`config.mk`:
```
export PLATFORM = sky130hd
export DESIGN_NAME = pulse_port_counter_output
export DESIGN_NICKNAME = d
export VERILOG_FILES = /design/src/verilog/pulse_port_pkg.sv /design/src/verilog/pulse_input_port.sv /design/src/verilog/pulse_port_counter_output.sv
export SDC_FILE = /design/constraint.sdc
export NUM_CORES = 1
export LEC_CHECK = 0
export CAP_MARGIN = 25
export CORE_UTILIZATION = 35
export CTS_BUF_LIST = sky130_fd_sc_hd__clkbuf_8
export DETAILED_ROUTE_END_ITERATION = 12
export DONT_BUFFER_PORTS = 1
export PLACE_DENSITY = 0.55
export SLEW_MARGIN = 0
export SYNTH_ARGS = -nofsm -noshare
export SYNTH_HDL_FRONTEND = slang
export SYNTH_SLANG_ARGS = --single-unit
```
`constraint.sdc`:
```
create_clock -name clk -period 8.16 [get_ports clk]
set_input_delay 0.816 -clock clk [delete_from_list [all_inputs] [get_ports clk]]
set_output_delay 0.816 -clock clk [all_outputs]
set_load 0.05 [all_outputs]
```
`src/verilog/pulse_port_pkg.sv`:
```
package pulse_port_pkg;

    // --------------------------------------------------------------
    // register offsets
    // --------------------------------------------------------------
    localparam logic [15:0] OFF_P1_EDGE_SEL = 16'h32F0;
    localparam logic [15:0] OFF_P1_TOTAL = 16'h32FA;
    localparam logic [15:0] OFF_P1_SCALE = 16'h3304;
    localparam logic [15:0] OFF_P2_EDGE_SEL = 16'h330E;
    localparam logic [15:0] OFF_P2_TOTAL = 16'h3318;
    localparam logic [15:0] OFF_P2_SCALE = 16'h3322;
    localparam logic [15:0] OFF_P1_OUT_SRC = 16'h3A98;
    localparam logic [15:0] OFF_P1_OUT_POL = 16'h3AA2;
    localparam logic [15:0] OFF_P1_IO_CTRL = 16'hB036;
    localparam logic [15:0] OFF_P2_IO_CTRL = 16'hB09A;

    // --------------------------------------------------------------
    // field codes and reset values
    // --------------------------------------------------------------
    localparam int REG_W = 16;
    localparam logic [1:0] MODE_OFF = 2'h0;
    localparam logic [1:0] MODE_RISE = 2'h1;
    localparam logic [1:0] MODE_FALL = 2'h2;
    localparam logic [1:0] MODE_BOTH = 2'h3;
    localparam logic [15:0] MODE_MAX = 16'h0003;
    localparam logic [15:0] SRC_NONE = 16'h0000;
    localparam logic [15:0] SRC_REAL = 16'hABE1;
    localparam logic [15:0] SRC_REACTIVE = 16'hABE8;
    localparam logic [15:0] SRC_APPARENT = 16'hABEB;
    localparam logic POL_OPEN_HIGH = 1'b0;
    localparam logic POL_CLOSED_LOW = 1'b1;
    localparam logic [16:0] SCALE_UNIT = 17'h003E8;
    localparam logic [15:0] RST_WORD = 16'h0000;
    localparam logic [9:0] RST_FRAC = 10'h000;
    localparam logic [1:0] RST_MODE = 2'h0;

endpackage

```
`src/verilog/pulse_input_port.sv`:
```
`timescale 1ns/1ps
module pulse_input_port #(
    parameter int W = pulse_port_pkg::REG_W
) (
    input wire logic clk,
    input wire logic resetn,
    input wire logic pin_in,
    input wire logic [1:0] mode,
    input wire logic [W-1:0] scale,
    output logic [W-1:0] total_r
);
    import pulse_port_pkg::*;

    // --------------------------------------------------------------
    // synchroniser and edge detect
    // --------------------------------------------------------------
    logic sync1_r, sync2_r, prev_r;
    logic rise, fall, hit;
    logic [9:0] frac_r, frac_nxt;
    logic [W-1:0] total_nxt;
    logic [16:0] sum;
    logic [16:0] units;

    assign rise = sync2_r & ~prev_r;
    assign fall = ~sync2_r & prev_r;

    always_comb begin
        hit = 1'b0;
        unique case (mode)
            MODE_OFF: hit = 1'b0;
            MODE_RISE: hit = rise;
            MODE_FALL: hit = fall;
            MODE_BOTH: hit = rise | fall;
        endcase
    end

    // --------------------------------------------------------------
    // scaled accumulator, scale held in thousandths
    // --------------------------------------------------------------
    always_comb begin
        sum = 17'(frac_r) + 17'(scale);
        units = sum / SCALE_UNIT;
        frac_nxt = frac_r;
        total_nxt = total_r;
        if (hit) begin
            frac_nxt = 10'(sum % SCALE_UNIT);
            total_nxt = total_r + W'(units);
        end
    end

    always_ff @(posedge clk or negedge resetn) begin
        if (!resetn) begin
            sync1_r <= 1'b0;
            sync2_r <= 1'b0;
            prev_r <= 1'b0;
            frac_r <= RST_FRAC;
            total_r <= RST_WORD;
        end else begin
            sync1_r <= pin_in;
            sync2_r <= sync1_r;
            prev_r <= sync2_r;
            frac_r <= frac_nxt;
            total_r <= total_nxt;
        end
    end

    // --------------------------------------------------------------
    // checks
    // --------------------------------------------------------------
    property p_off_hold;
        @(posedge clk) disable iff (!resetn)
        (mode == MODE_OFF) |=> ($stable(total_r) && $stable(frac_r));
    endproperty
    a_off_hold: assert property (p_off_hold) else $error("counted while off");

    property p_rise_count;
        @(posedge clk) disable iff (!resetn)
        (mode == MODE_RISE && sync2_r && !prev_r && scale != '0)
        |=> (total_r != $past(total_r) || frac_r != $past(frac_r));
    endproperty
    a_rise_count: assert property (p_rise_count) else $error("rise missed");

    property p_rise_ignores_fall;
        @(posedge clk) disable iff (!resetn)
        (mode == MODE_RISE && !sync2_r && prev_r) |=> $stable(total_r);
    endproperty
    a_rise_ignores_fall: assert property (p_rise_ignores_fall) else $error("fall counted");

    property p_fall_count;
        @(posedge clk) disable iff (!resetn)
        (mode == MODE_FALL && !sync2_r && prev_r && scale != '0)
        |=> (total_r != $past(total_r) || frac_r != $past(frac_r));
    endproperty
    a_fall_count: assert property (p_fall_count) else $error("fall missed");

    property p_fall_ignores_rise;
        @(posedge clk) disable iff (!resetn)
        (mode == MODE_FALL && sync2_r && !prev_r) |=> ($stable(frac_r) && $stable(total_r));
    endproperty
    a_fall_ignores_rise: assert property (p_fall_ignores_rise) else $error("rise counted");

    property p_both_count;
        @(posedge clk) disable iff (!resetn)
        (mode == MODE_BOTH && (sync2_r != prev_r) && scale == SCALE_UNIT[W-1:0])
        |=> (total_r == $past(total_r) + 1'b1);
    endproperty
    a_both_count: assert property (p_both_count) else $error("edge miscount");

    property p_scale_unit;
        @(posedge clk) disable iff (!resetn)
        (hit && frac_r == RST_FRAC && scale < SCALE_UNIT[W-1:0]) |=> $stable(total_r);
    endproperty
    a_scale_unit: assert property (p_scale_unit) else $error("fraction leaked");

endmodule

```
`src/verilog/pulse_port_counter_output.sv`:
```
`timescale 1ns/1ps
// Behaviour
// - input config 0: no counting, port back to on/off control
// - input config 1: count rising edges only
// - input config 2: count falling edges only
// - input config 3: count both edges
// - any input edge mode turns port pulse output off
// - nonzero port 1 input config forces port 1 output control to zero
// - nonzero port 2 input config forces port 2 output control to zero
// - each port accumulator shows counted pulses times scale factor
// - scale setting holds factor times one thousand
// - port 1 source: 0 switch, else real, reactive or apparent pulses
// - port 1 polarity: 0 idles high, 1 idles low
module pulse_port_counter_output #(
    parameter int W = pulse_port_pkg::REG_W
) (
    input wire logic clk,
    input wire logic resetn,
    input wire logic [15:0] reg_addr,
    input wire logic reg_wr,
    input wire logic reg_rd,
    input wire logic [15:0] reg_wdata,
    output logic [15:0] reg_rdata_r,
    input wire logic energy_real_pulse,
    input wire logic energy_reactive_pulse,
    input wire logic energy_apparent_pulse,
    input wire logic port1_in,
    output logic port1_out_r,
    output logic port1_oe_r,
    input wire logic port2_in,
    output logic port2_out_r,
    output logic port2_oe_r
);
    import pulse_port_pkg::*;

    function automatic logic hit(input logic [15:0] a, input logic [15:0] off);
        hit = (a == off);
    endfunction

    function automatic logic mode_ok(input logic [15:0] v);
        mode_ok = (v <= MODE_MAX);
    endfunction

    // --------------------------------------------------------------
    // configuration registers
    // --------------------------------------------------------------
    logic [1:0] p1_mode_r, p1_mode_nxt, p2_mode_r, p2_mode_nxt;
    logic [W-1:0] p1_scale_r, p1_scale_nxt, p2_scale_r, p2_scale_nxt;
    logic [15:0] p1_src_r, p1_src_nxt;
    logic p1_pol_r, p1_pol_nxt;
    logic p1_ctrl_r, p1_ctrl_nxt, p2_ctrl_r, p2_ctrl_nxt;
    logic [W-1:0] p1_total, p2_total;

    always_comb begin
        p1_mode_nxt = p1_mode_r;
        p2_mode_nxt = p2_mode_r;
        p1_scale_nxt = p1_scale_r;
        p2_scale_nxt = p2_scale_r;
        p1_src_nxt = p1_src_r;
        p1_pol_nxt = p1_pol_r;
        p1_ctrl_nxt = p1_ctrl_r;
        p2_ctrl_nxt = p2_ctrl_r;
        if (reg_wr) begin
            if (hit(reg_addr, OFF_P1_IO_CTRL)) p1_ctrl_nxt = (reg_wdata != RST_WORD);
            if (hit(reg_addr, OFF_P2_IO_CTRL)) p2_ctrl_nxt = (reg_wdata != RST_WORD);
            if (hit(reg_addr, OFF_P1_SCALE)) p1_scale_nxt = reg_wdata[W-1:0];
            if (hit(reg_addr, OFF_P2_SCALE)) p2_scale_nxt = reg_wdata[W-1:0];
            if (hit(reg_addr, OFF_P1_OUT_POL)) p1_pol_nxt = reg_wdata[0];
            if (hit(reg_addr, OFF_P1_OUT_SRC) &&
                (reg_wdata == SRC_NONE || reg_wdata == SRC_REAL ||
                 reg_wdata == SRC_REACTIVE || reg_wdata == SRC_APPARENT)) begin
                p1_src_nxt = reg_wdata;
            end
            if (hit(reg_addr, OFF_P1_EDGE_SEL) && mode_ok(reg_wdata)) begin
                p1_mode_nxt = reg_wdata[1:0];
                if (reg_wdata != RST_WORD) begin
                    p1_ctrl_nxt = 1'b0;
                    p1_src_nxt = SRC_NONE;
                end
            end
            if (hit(reg_addr, OFF_P2_EDGE_SEL) && mode_ok(reg_wdata)) begin
                p2_mode_nxt = reg_wdata[1:0];
                if (reg_wdata != RST_WORD) begin
                    p2_ctrl_nxt = 1'b0;
                end
            end
        end
    end

    always_ff @(posedge clk or negedge resetn) begin
        if (!resetn) begin
            p1_mode_r <= RST_MODE;
            p2_mode_r <= RST_MODE;
            p1_scale_r <= RST_WORD;
            p2_scale_r <= RST_WORD;
            p1_src_r <= SRC_NONE;
            p1_pol_r <= POL_OPEN_HIGH;
            p1_ctrl_r <= 1'b0;
            p2_ctrl_r <= 1'b0;
        end else begin
            p1_mode_r <= p1_mode_nxt;
            p2_mode_r <= p2_mode_nxt;
            p1_scale_r <= p1_scale_nxt;
            p2_scale_r <= p2_scale_nxt;
            p1_src_r <= p1_src_nxt;
            p1_pol_r <= p1_pol_nxt;
            p1_ctrl_r <= p1_ctrl_nxt;
            p2_ctrl_r <= p2_ctrl_nxt;
        end
    end

    // --------------------------------------------------------------
    // pulse input counters
    // --------------------------------------------------------------
    pulse_input_port #(.W(W)) u_port1 (
        .clk(clk),
        .resetn(resetn),
        .pin_in(port1_in),
        .mode(p1_mode_r),
        .scale(p1_scale_r),
        .total_r(p1_total)
    );

    pulse_input_port #(.W(W)) u_port2 (
        .clk(clk),
        .resetn(resetn),
        .pin_in(port2_in),
        .mode(p2_mode_r),
        .scale(p2_scale_r),
        .total_r(p2_total)
    );

    // --------------------------------------------------------------
    // pin drive and read data
    // --------------------------------------------------------------
    logic sel_pulse;
    logic p1_out_nxt, p1_oe_nxt, p2_out_nxt, p2_oe_nxt;
    logic [15:0] rdata_nxt;

    always_comb begin
        unique case (p1_src_r)
            SRC_REAL: sel_pulse = energy_real_pulse;
            SRC_REACTIVE: sel_pulse = energy_reactive_pulse;
            SRC_APPARENT: sel_pulse = energy_apparent_pulse;
            default: sel_pulse = 1'b0;
        endcase
        p1_oe_nxt = (p1_mode_r == MODE_OFF);
        p2_oe_nxt = (p2_mode_r == MODE_OFF);
        p2_out_nxt = p2_ctrl_r;
        if (p1_src_r == SRC_NONE) begin
            p1_out_nxt = p1_ctrl_r;
        end else begin
            p1_out_nxt = (p1_pol_r == POL_OPEN_HIGH) ? ~sel_pulse : sel_pulse;
        end
        rdata_nxt = reg_rdata_r;
        if (reg_rd) begin
            rdata_nxt = RST_WORD;
            if (hit(reg_addr, OFF_P1_EDGE_SEL)) rdata_nxt = 16'(p1_mode_r);
            if (hit(reg_addr, OFF_P2_EDGE_SEL)) rdata_nxt = 16'(p2_mode_r);
            if (hit(reg_addr, OFF_P1_TOTAL)) rdata_nxt = 16'(p1_total);
            if (hit(reg_addr, OFF_P2_TOTAL)) rdata_nxt = 16'(p2_total);
            if (hit(reg_addr, OFF_P1_SCALE)) rdata_nxt = 16'(p1_scale_r);
            if (hit(reg_addr, OFF_P2_SCALE)) rdata_nxt = 16'(p2_scale_r);
            if (hit(reg_addr, OFF_P1_OUT_SRC)) rdata_nxt = p1_src_r;
            if (hit(reg_addr, OFF_P1_OUT_POL)) rdata_nxt = 16'(p1_pol_r);
            if (hit(reg_addr, OFF_P1_IO_CTRL)) rdata_nxt = 16'(p1_ctrl_r);
            if (hit(reg_addr, OFF_P2_IO_CTRL)) rdata_nxt = 16'(p2_ctrl_r);
        end
    end

    always_ff @(posedge clk or negedge resetn) begin
        if (!resetn) begin
            port1_out_r <= 1'b0;
            port1_oe_r <= 1'b0;
            port2_out_r <= 1'b0;
            port2_oe_r <= 1'b0;
            reg_rdata_r <= RST_WORD;
        end else begin
            port1_out_r <= p1_out_nxt;
            port1_oe_r <= p1_oe_nxt;
            port2_out_r <= p2_out_nxt;
            port2_oe_r <= p2_oe_nxt;
            reg_rdata_r <= rdata_nxt;
        end
    end

    // --------------------------------------------------------------
    // checks
    // --------------------------------------------------------------
    property p_force_ctrl1;
        @(posedge clk) disable iff (!resetn)
        (reg_wr && reg_addr == OFF_P1_EDGE_SEL && reg_wdata != RST_WORD && reg_wdata <= MODE_MAX)
        |=> (p1_ctrl_r == 1'b0 && p1_src_r == SRC_NONE) ##1 !port1_oe_r;
    endproperty
    a_force_ctrl1: assert property (p_force_ctrl1) else $error("port 1 not forced");

    property p_force_ctrl2;
        @(posedge clk) disable iff (!resetn)
        (reg_wr && reg_addr == OFF_P2_EDGE_SEL && reg_wdata != RST_WORD && reg_wdata <= MODE_MAX)
        |=> (p2_ctrl_r == 1'b0) ##1 !port2_oe_r;
    endproperty
    a_force_ctrl2: assert property (p_force_ctrl2) else $error("port 2 not forced");

    property p_out_off;
        @(posedge clk) disable iff (!resetn)
        (p1_mode_r != MODE_OFF) |=> !port1_oe_r;
    endproperty
    a_out_off: assert property (p_out_off) else $error("pulse out with input mode");

    property p_idle_level;
        @(posedge clk) disable iff (!resetn)
        (p1_src_r != SRC_NONE && !sel_pulse && !reg_wr)
        |=> (port1_out_r == (p1_pol_r == POL_OPEN_HIGH));
    endproperty
    a_idle_level: assert property (p_idle_level) else $error("wrong idle level");

    property p_real_pulse;
        @(posedge clk) disable iff (!resetn)
        (p1_src_r == SRC_REAL && !reg_wr)
        |=> (port1_out_r == ($past(energy_real_pulse) ^ (p1_pol_r == POL_OPEN_HIGH)));
    endproperty
    a_real_pulse: assert property (p_real_pulse) else $error("real pulse not passed");

endmodule

```
======== After elaboration in Yosys (flattened, before gate mapping) ========
Index checks and enable logic that the tools add are counted.
storage, ports and cells
  flip-flop bits (word level) ............. 133
  latch bits .............................. 0
  memory bits (writable) .................. 0
  memory bits (read-only) ................. 0
  input bits .............................. 41
  output and inout port bits .............. 20
  word-level logic and storage cells ...... 105
  memories ................................ 0
cells by class
  add/sub/neg operators ................... 4
  $mul .................................... 0
  divide/modulo/power cells ............... 4
  $lt $le $gt $ge ......................... 1
  equality and inequality tests ........... 22
  shift-type cells ........................ 0
  muxes and demuxes ....................... 24
  bitwise logic cells ..................... 11
  reductions and logical operators ........ 16
operator list
  kind                    count
  $mux 16                 12
  $eq 16x14->1 const B    8
  $eq 16x16->1 const B    8
  $add 10x16->17          2
  $div 17x10->17 const B  2
  $mod 17x10->17 const B  2
  $add 16x16->16          2
  $logic_not 16->1        2
  $le 16x2->1 const B     1
  $reduce_bool 16->1      1
  $reduce_and 2->1        5
  $eq 2x2->1 const B      4
  $mux 1                  8
  $pmux 1 s4              2
  $not 1->1               5
  $and 1x1->1             4
  $eq 2x1->1 const B      2
  $logic_not 2->1         2
  $logic_and 1x1->1       3
  $logic_or 1x1->1        3
  $pmux 1 s3              1
  $mux 2                  1
  $or 1x1->1              2

======== Logic depth before layout (Yosys ltp) ========
Gate-level depths: netlist of the first run.
  depth in word-level cells ............... 11
  depth in mapped cells ................... 44
  depth with buffers taken out ............ 40

======== Cells and area by module ========
A second synthesis of the first run with hierarchy kept.
second synthesis, totals
  cells, all modules ...................... 1436
  area, all modules ....................... 12454.4 um^2
by module, submodules not included
  module                     times used  cells each  area an instance (um^2)  seq. area each (um^2)
  pulse_input_port           2           542         4207.8                   725.7
  pulse_port_counter_output  1           352         4038.9                   1876.8

======== Least setup slack after synthesis of the first run ========
OpenSTA, ideal clock, no wires.
  path kind ............................... register to register
  start point ............................. register p2_scale_r[0]
  end point ............................... register u_port2.total_r[12]
  setup time .............................. 0.123 ns
  arrival ................................. 7.865 ns
  required time ........................... 8.037 ns
  setup slack ............................. 0.172 ns
  stages on the path, launching flop included .. 43
  path buffers ............................ 4
  clock period less this slack ............ 7.988 ns
  cells stage by stage .................... dfrtp_1 ha_1 inv_1 fa_1 nor2b_1 o31a_1 a211oi_2 buf_4 or3_1 clkbuf_1 and3_1 a21oi_1 a21boi_0 a211oi_2 nand3_2 a221o_1 o211a_1 buf_4 (+7 left out) nor4_2 buf_6 nor2_1 inv_1 ha_1 inv_1 fa_1 inv_1 a21oi_1 o21ai_0 and2_1 o21ai_0 nand2_1 and2_1 o21ai_0 a21oi_1 nand3_1 xnor2_1
on the way
  word-level cells in the longest chain between the ends .. 3
ends and longest elaborated chain
  item                    line                              RTL
  start, declared         pulse_port_counter_output.sv:48   logic [W-1:0] p1_scale_r, p1_scale_nxt, p2_scale_r, p2_scale_nxt;
  start signal, assigned  pulse_port_counter_output.sv:104  p2_scale_r <= p2_scale_nxt;
  $add 10x16->17          pulse_input_port.sv:41            sum = 17'(frac_r) + 17'(scale);
  $div 17x10->17          pulse_input_port.sv:42            units = sum / SCALE_UNIT;
  $add 16x16->16          pulse_input_port.sv:47            total_nxt = total_r + W'(units);
  end signal, assigned    pulse_input_port.sv:63            total_r <= total_nxt;
  end, declared           pulse_input_port.sv:10            output logic [W-1:0] total_r
No other way between the ends.
A chain may end at the register's enable or synchronous reset.

======== Worst setup path in the final report of the first run ========
  start point ............................. register u_port2.frac_r[0]
  end point ............................... register u_port2.total_r[10]
on the way
  word-level cells in the longest chain between the ends .. 3
ends and longest elaborated chain
  item                    line                    RTL
  start, declared         pulse_input_port.sv:19  logic [9:0] frac_r, frac_nxt;
  start signal, assigned  pulse_input_port.sv:62  frac_r <= frac_nxt;
  $add 10x16->17          pulse_input_port.sv:41
  $div 17x10->17          pulse_input_port.sv:42
  $add 16x16->16          pulse_input_port.sv:47
No other way between the ends.

==> results.toml, run 1 <==
[status]
status = "finished clean"

[worst_setup_path]
crit_buf_inv = 7
critPathSlowestCell = "o31a_1"
path_common_cell = "inv_2"
arrival_ps = 8440
worstPathRequired_ps = 8500
start_kind = "register"
end_kind = "register"
crit_fanout = 5
path_class = "reg -> reg"
cp_top_family = "compound AO/OA/AOI/OAI gates"
slowest_delay_ps = 400

[sta]
rsz0062_at_grt = "yes"
hold_viol = 0
worst_slew_pin_slew_ps = 969.7
setup_viol = 0
timing.fmax_ghz = 0.1235
slew_headroom_pct = 34.89
timing.final.ws_setup_ps = 63.13
layout_worst_path_cycle_share_pct = 99.23
min_period_ps = 8097
slew_viol_final = 0
fin_skew_ps = 9.464

[route]
vias = 11630
wl_per_cell_microns = 18.32
totalWireLength_microns = 37280
drt_iter0_drc = 780
drtPass1Iterations = 5
ant_nets = 0
route.detailed.drc = 0
viasPerCell = 5.714

[synthesis]
netlist_area_sq_um = 11850
ys_warn_count = 0
synthCells = 1406
synth_top_cell_by_area = "dfrtp_1"
synth-seq-cells = 133
ys.flop_type = "dfrtp_1"
synth.top_cell.area_share_pct = 28.09
synthTopCellsByCount = "nand2_1 (139), dfrtp_1 (133), a21oi_1 (97)"
synth.avg_cell_area_sq_um = 8.426
async_reset_ff_share_pct = 100.0
synthDistinctLibCells = 118
netlist_top_cells_area = "dfrtp_1 (28%), xnor2_1 (4.7%), mux2_2 (4.6%)"
ys_seq_area_share_pct = 28.09
synth-edff-count = 0
synth_most_common_cell = "nand2_1"

[cts]
clockBufferDepth = 2
root_buffer = "clkbuf_8"
tritoncts = "yes"
clock_latency_ps = 460
numClockSinks = 133
cts_hold_buf = 0
htreeDepth = 4
numCtsBuffers = 17
clk_pin_slew_ps = 70

[pwr]
p_leak_nw = 6.404
p_sw_share_pct = 20.49
combPwrFrac_pct = 1.2
internal-power_mw = 1.087
power_density_nw_per_um2 = 91.67
ir_drop_v = 0.0001149
power.total_mw = 1.367
p_sw_uw = 280.1
p_clk_share_pct = 50.3
seqPwrFrac_pct = 48.5

[grt]
grt_use_total_pct = 21.49
grt_max_degree = 134
grt_pass1_wl_microns = 58830
grt_pass1_vias = 11000
antenna_found_initial = 0
grt.overflow.total = 0

[placed_design]
dp_slack_ps = -317.2
dp.cells = 1966
place_congestion = 0.8963
place.port_buffers = 0
dp_hpwl_microns = 28600

[cells_and_area]
area_delta_synth_final_pct = 25.84
fin_nets = 1659
fin_util_pct = 44.57
drive_gt1_share_pct = 28.73
finalNonFillerCells = 2035
diodes = 0

[floorplanning]
io_pins = 61
core_area_sq_um = 33450
die_x_microns = 186.0
start_util_pct = 35.42
die_h_microns = 186.0
die_area_sq_um = 34590
rows = 67

[job]
drv_cap = 0

[min_path]
min-delay-path-class = "in -> async"
-- layout make-up --
type	instances	area, sq um
clock buffer	20	275.3
timing repair buffer	204	1554
fill	3302	18540
inverter	61	229.0
tap	448	560.5
sequential	133	3329
multi-input combinational	1157	8737
clock inverter	12	224.0
-- power by group through the flow --
stage               clock, mW  combinational [mW]  sequential (mW)
floorplan                   0              0.0150            0.676
global placement            0              0.0150            0.676
detailed placement          0              0.0153            0.676
CTS                     0.699              0.0154            0.663
global route            0.725              0.0189            0.663
finish                  0.687              0.0164            0.663
-- per-layer routing --
layer	global-route usage, %	vias to the layer above	wire length, microns
met5	0	-	0
met4	6.262	0	780
met3	3.737	54	1821
met2	34.84	289	17660
met1	29.10	5649	17020
li1	-	5636	-
-- sequential cells by signal (all words and copies together), names as in the netlist, 2 cells and up --
register,cells
p1_mode_r,2
p1_scale_r,16
p1_src_r,16
p2_mode_r,2
p2_scale_r,16
reg_rdata_r,16
u_port1.frac_r,10
u_port1.total_r,16
u_port2.frac_r,10
u_port2.total_r,16
-- final timing paths --
path / slack, ps / start / cells after the start / end
min in group clk: 350 / u_port1.sync1_r / 0 / u_port1.sync2_r
max reg2reg: 60 / u_port2.frac_r[0] / 41 / u_port2.total_r[10]
min: 60 / resetn / 0 / p1_pol_r
max in group asynchronous: 7930 / resetn / 0 / u_port1.total_r[6]
min reg2reg: 350 / u_port1.sync1_r / 0 / u_port1.sync2_r
max: 60 / u_port2.frac_r[0] / 41 / u_port2.total_r[10]
-- kinds of logic after synthesis --
kind of cell / share of synthesized area, %
AOI/OAI and AO/OA: 29.91
xor gates and xnor gates: 6.643
adders and majority gates: 5.249
buffers and inverters: 4.076
DFF: 28.09
muxes: 5.946
other: 0.03165
and+or+nand+nor: 20.05
-- what timing repair did --
| item | CTS | global route |
|---|---|---|
| setup buffers | 0 | 36 |
| endpoints found under the setup margin | 9 | 22 |
| pin swaps | 6 | 73 |
| gates cloned | 0 | 0 |
| gates resized for setup | 19 | 128 |
-- through the flow --
stage          hold slack (ps)  setup TNS [ps]  area (sq um)
2_1_floorplan            331.2               0         11850
3_3_place_gp             338.5          -901.5         13390
3_5_place_dp             335.5           -1286         13420
4_1_cts                  21.52               0         14010
5_1_grt                  31.34           -2120         14910
6_report                 56.64               0         14910
-- layout by cell type (no fill, tap or decap), types with 13 or more instances in the layout --
master,n
buf_4,198
nand2_1,138
dfrtp_1,132
nor2_1,86
a21oi_1,85
o21ai_0,63
xnor2_1,59
inv_1,55
mux2_2,48
nand3_1,45
a22oi_1,35
ha_1,32
nor3_1,29
o211ai_1,24
o22ai_1,22
xor2_1,22
nand4_1,20
clkbuf_8,20
o21ai_1,19
a21o_1,17
and3_1,16
o31ai_1,15
and2_1,14
mux2i_1,14
a21oi_2,14
o21a_1,13
Power figures use the tool's default switching activity.
==> inputs of run 2 (changes only) <==
--- a/config.mk
+++ b/config.mk
@@ -6,11 +6,13 @@
 export NUM_CORES = 1
 export LEC_CHECK = 0
 export CAP_MARGIN = 25
-export CORE_UTILIZATION = 35
+export CORE_MARGIN = 8
+export CORE_UTILIZATION = 61
 export CTS_BUF_LIST = sky130_fd_sc_hd__clkbuf_8
 export DETAILED_ROUTE_END_ITERATION = 12
 export DONT_BUFFER_PORTS = 1
-export PLACE_DENSITY = 0.55
+export GPL_ROUTABILITY_DRIVEN = 0
+export PLACE_DENSITY = 0.84
 export SLEW_MARGIN = 0
 export SYNTH_ARGS = -nofsm -noshare
 export SYNTH_HDL_FRONTEND = slang
==> run 2 against run 1 <==
  * The run now ends with negative setup slack left
  * Total power decreased by 8.5%
  * Design area grew 2.4%
  * Via count grew 20%
  * Critical path type unchanged
  * Core utilization is 35 points higher
  * Clock skew rose by 6.8 ps
==> results.toml, run 2 (synthesis results as in run 1) <==
[floorplanning]
die_area_sq_um = 24140
rows = 51
die_h_microns = 155.4
die_x_microns = 155.4
start_util_pct = 61.48
io_pins = 61
core_area_sq_um = 19270

[worst_setup_path]
cp_top_family = "compound AO/OA/AOI/OAI gates"
arrival_ps = 8990
crit_fanout = 6
path_common_cell = "buf_4"
crit_buf_inv = 8
slowest_delay_ps = 410
critPathSlowestCell = "dfrtp_1"
path_class = "reg -> reg"
start_kind = "register"
end_kind = "register"
worstPathRequired_ps = 8530

[route]
wl_per_cell_microns = 24.90
viasPerCell = 7.373
drtPass1Iterations = 6
route.detailed.drc = 0
ant_nets = 0
totalWireLength_microns = 46990
vias = 13910
drt_iter0_drc = 1895

[sta]
layout_worst_path_cycle_share_pct = 105.6
hold_viol = 0
slew_viol_final = 0
fin_skew_ps = 16.24
timing.fmax_ghz = 0.1160
slew_headroom_pct = 33.04
setup_viol = 19
worst_slew_pin_slew_ps = 997.6
rsz0062_at_grt = "yes"
min_period_ps = 8619
timing.final.ws_setup_ps = -459.3

[grt]
antenna_found_initial = 0
grt_pass1_vias = 12410
grt_pass1_wl_microns = 62270
grt.overflow.total = 0
grt_use_total_pct = 31.46
grt_max_degree = 134

[cts]
tritoncts = "yes"
root_buffer = "clkbuf_8"
cts_hold_buf = 0
clockBufferDepth = 2
clock_latency_ps = 480
htreeDepth = 4
clk_pin_slew_ps = 100
numClockSinks = 133
numCtsBuffers = 17

[cells_and_area]
fin_util_pct = 79.25
area_delta_synth_final_pct = 28.90
fin_nets = 1694
mostFrequentLayoutCell = "buf_4"
num-fill-cells = 1068
diodes = 0
drive_gt1_share_pct = 33.23
final_cell_mix = "buf_4 (228), nand2_1 (139), dfrtp_1 (132)"

[placed_design]
place.port_buffers = 0
dp_slack_ps = -324.9
dp_hpwl_microns = 27240

[pwr]
p_leak_nw = 6.579
power_density_nw_per_um2 = 81.84
ir_drop_v = 0.0001122
power.total_mw = 1.250

[job]
drv_cap = 0

[status]
violations = "negative setup slack"
status = "finished, violations left"

[min_path]
min-delay-path-class = "in -> async"
-- run 2: cell types whose count changed in the layout (fill, tap and decap cells not counted), sizes merged --
cell | previous run | this run
buf | 204 | 239
inv | 61 | 72
bufinv | 6 | 0
clkinvlp | 4 | 0
clkbuf | 20 | 17
clkinv | 2 | 4
-- run 2: area by class of cell --
cell class / count / area (sq um) / area share [%]
multi-input cells: 1157 / 9138 / 59.83
flip-flops and latches: 133 / 3329 / 21.80
repair buffers: 239 / 1852 / 12.13
well taps: 265 / 331.6 / 2.171
clock buffers: 17 / 234.0 / 1.532
inverters: 61 / 231.5 / 1.516
clock inverters: 15 / 156.4 / 1.024
-- run 2: through the flow --
step / cell area [sq um] / std cells / hold WS [ps] / setup TNS [ps]
after floorplan: 11850 / 1407 / 331.2 / 0
after global placement: 13180 / 1782 / 335.8 / -62.28
after detailed placement: 13190 / 1784 / 342.5 / -1326
after CTS: 14010 / 1835 / 25.76 / 0
after global routing: 15270 / 1887 / 14.21 / -12110
final: 15270 / 1887 / 15.66 / -5401
-- run 2: routing by layer --
| metal | vias up | track usage (%) | part of all wire, % |
|---|---|---|---|
| met5 | - | 0 | 0 |
| met4 | 0 | 18.07 | 8.2 |
| met2 | 1205 | 53.65 | 48 |
| met1 | 6555 | 36.38 | 33 |
| met3 | 424 | 6.103 | 11 |
| li1 | 5728 | - | - |
-- run 2: path summary, 6_finish.rpt --
check | start | end | slack [ps] | cells past startpoint
setup / recovery | u_port2.frac_r[0] | u_port2.total_r[11] | -460 | 41
hold / removal | resetn | u_port1.frac_r[4] | 20 | 0
setup reg to reg | u_port2.frac_r[0] | u_port2.total_r[11] | -460 | 41
hold reg to reg | u_port1.sync1_r | u_port1.sync2_r | 360 | 0
max in group asynchronous | resetn | reg_rdata_r[13] | 7940 | 0
min in group clk | port1_in | u_port1.sync1_r | 350 | 0
-- run 2: timing repair --
action | in CTS | in global routing
resized for setup | 55 | 167
endpoints found under the setup margin | 13 | 20
setup buffers | 19 | 50
pin swaps | 26 | 107
-- run 2: where the power goes --
| part | leakage (nW) | internal, mW | total (mW) | switching [mW] |
|---|---|---|---|---|
| sequential | 1.82 | 0.660 | 0.663 | 0.00252 |
| clock | 0.202 | 0.231 | 0.568 | 0.337 |
| combinational | 4.56 | 0.00739 | 0.0190 | 0.0116 |
| total | 6.58 | 0.899 | 1.25 | 0.351 |
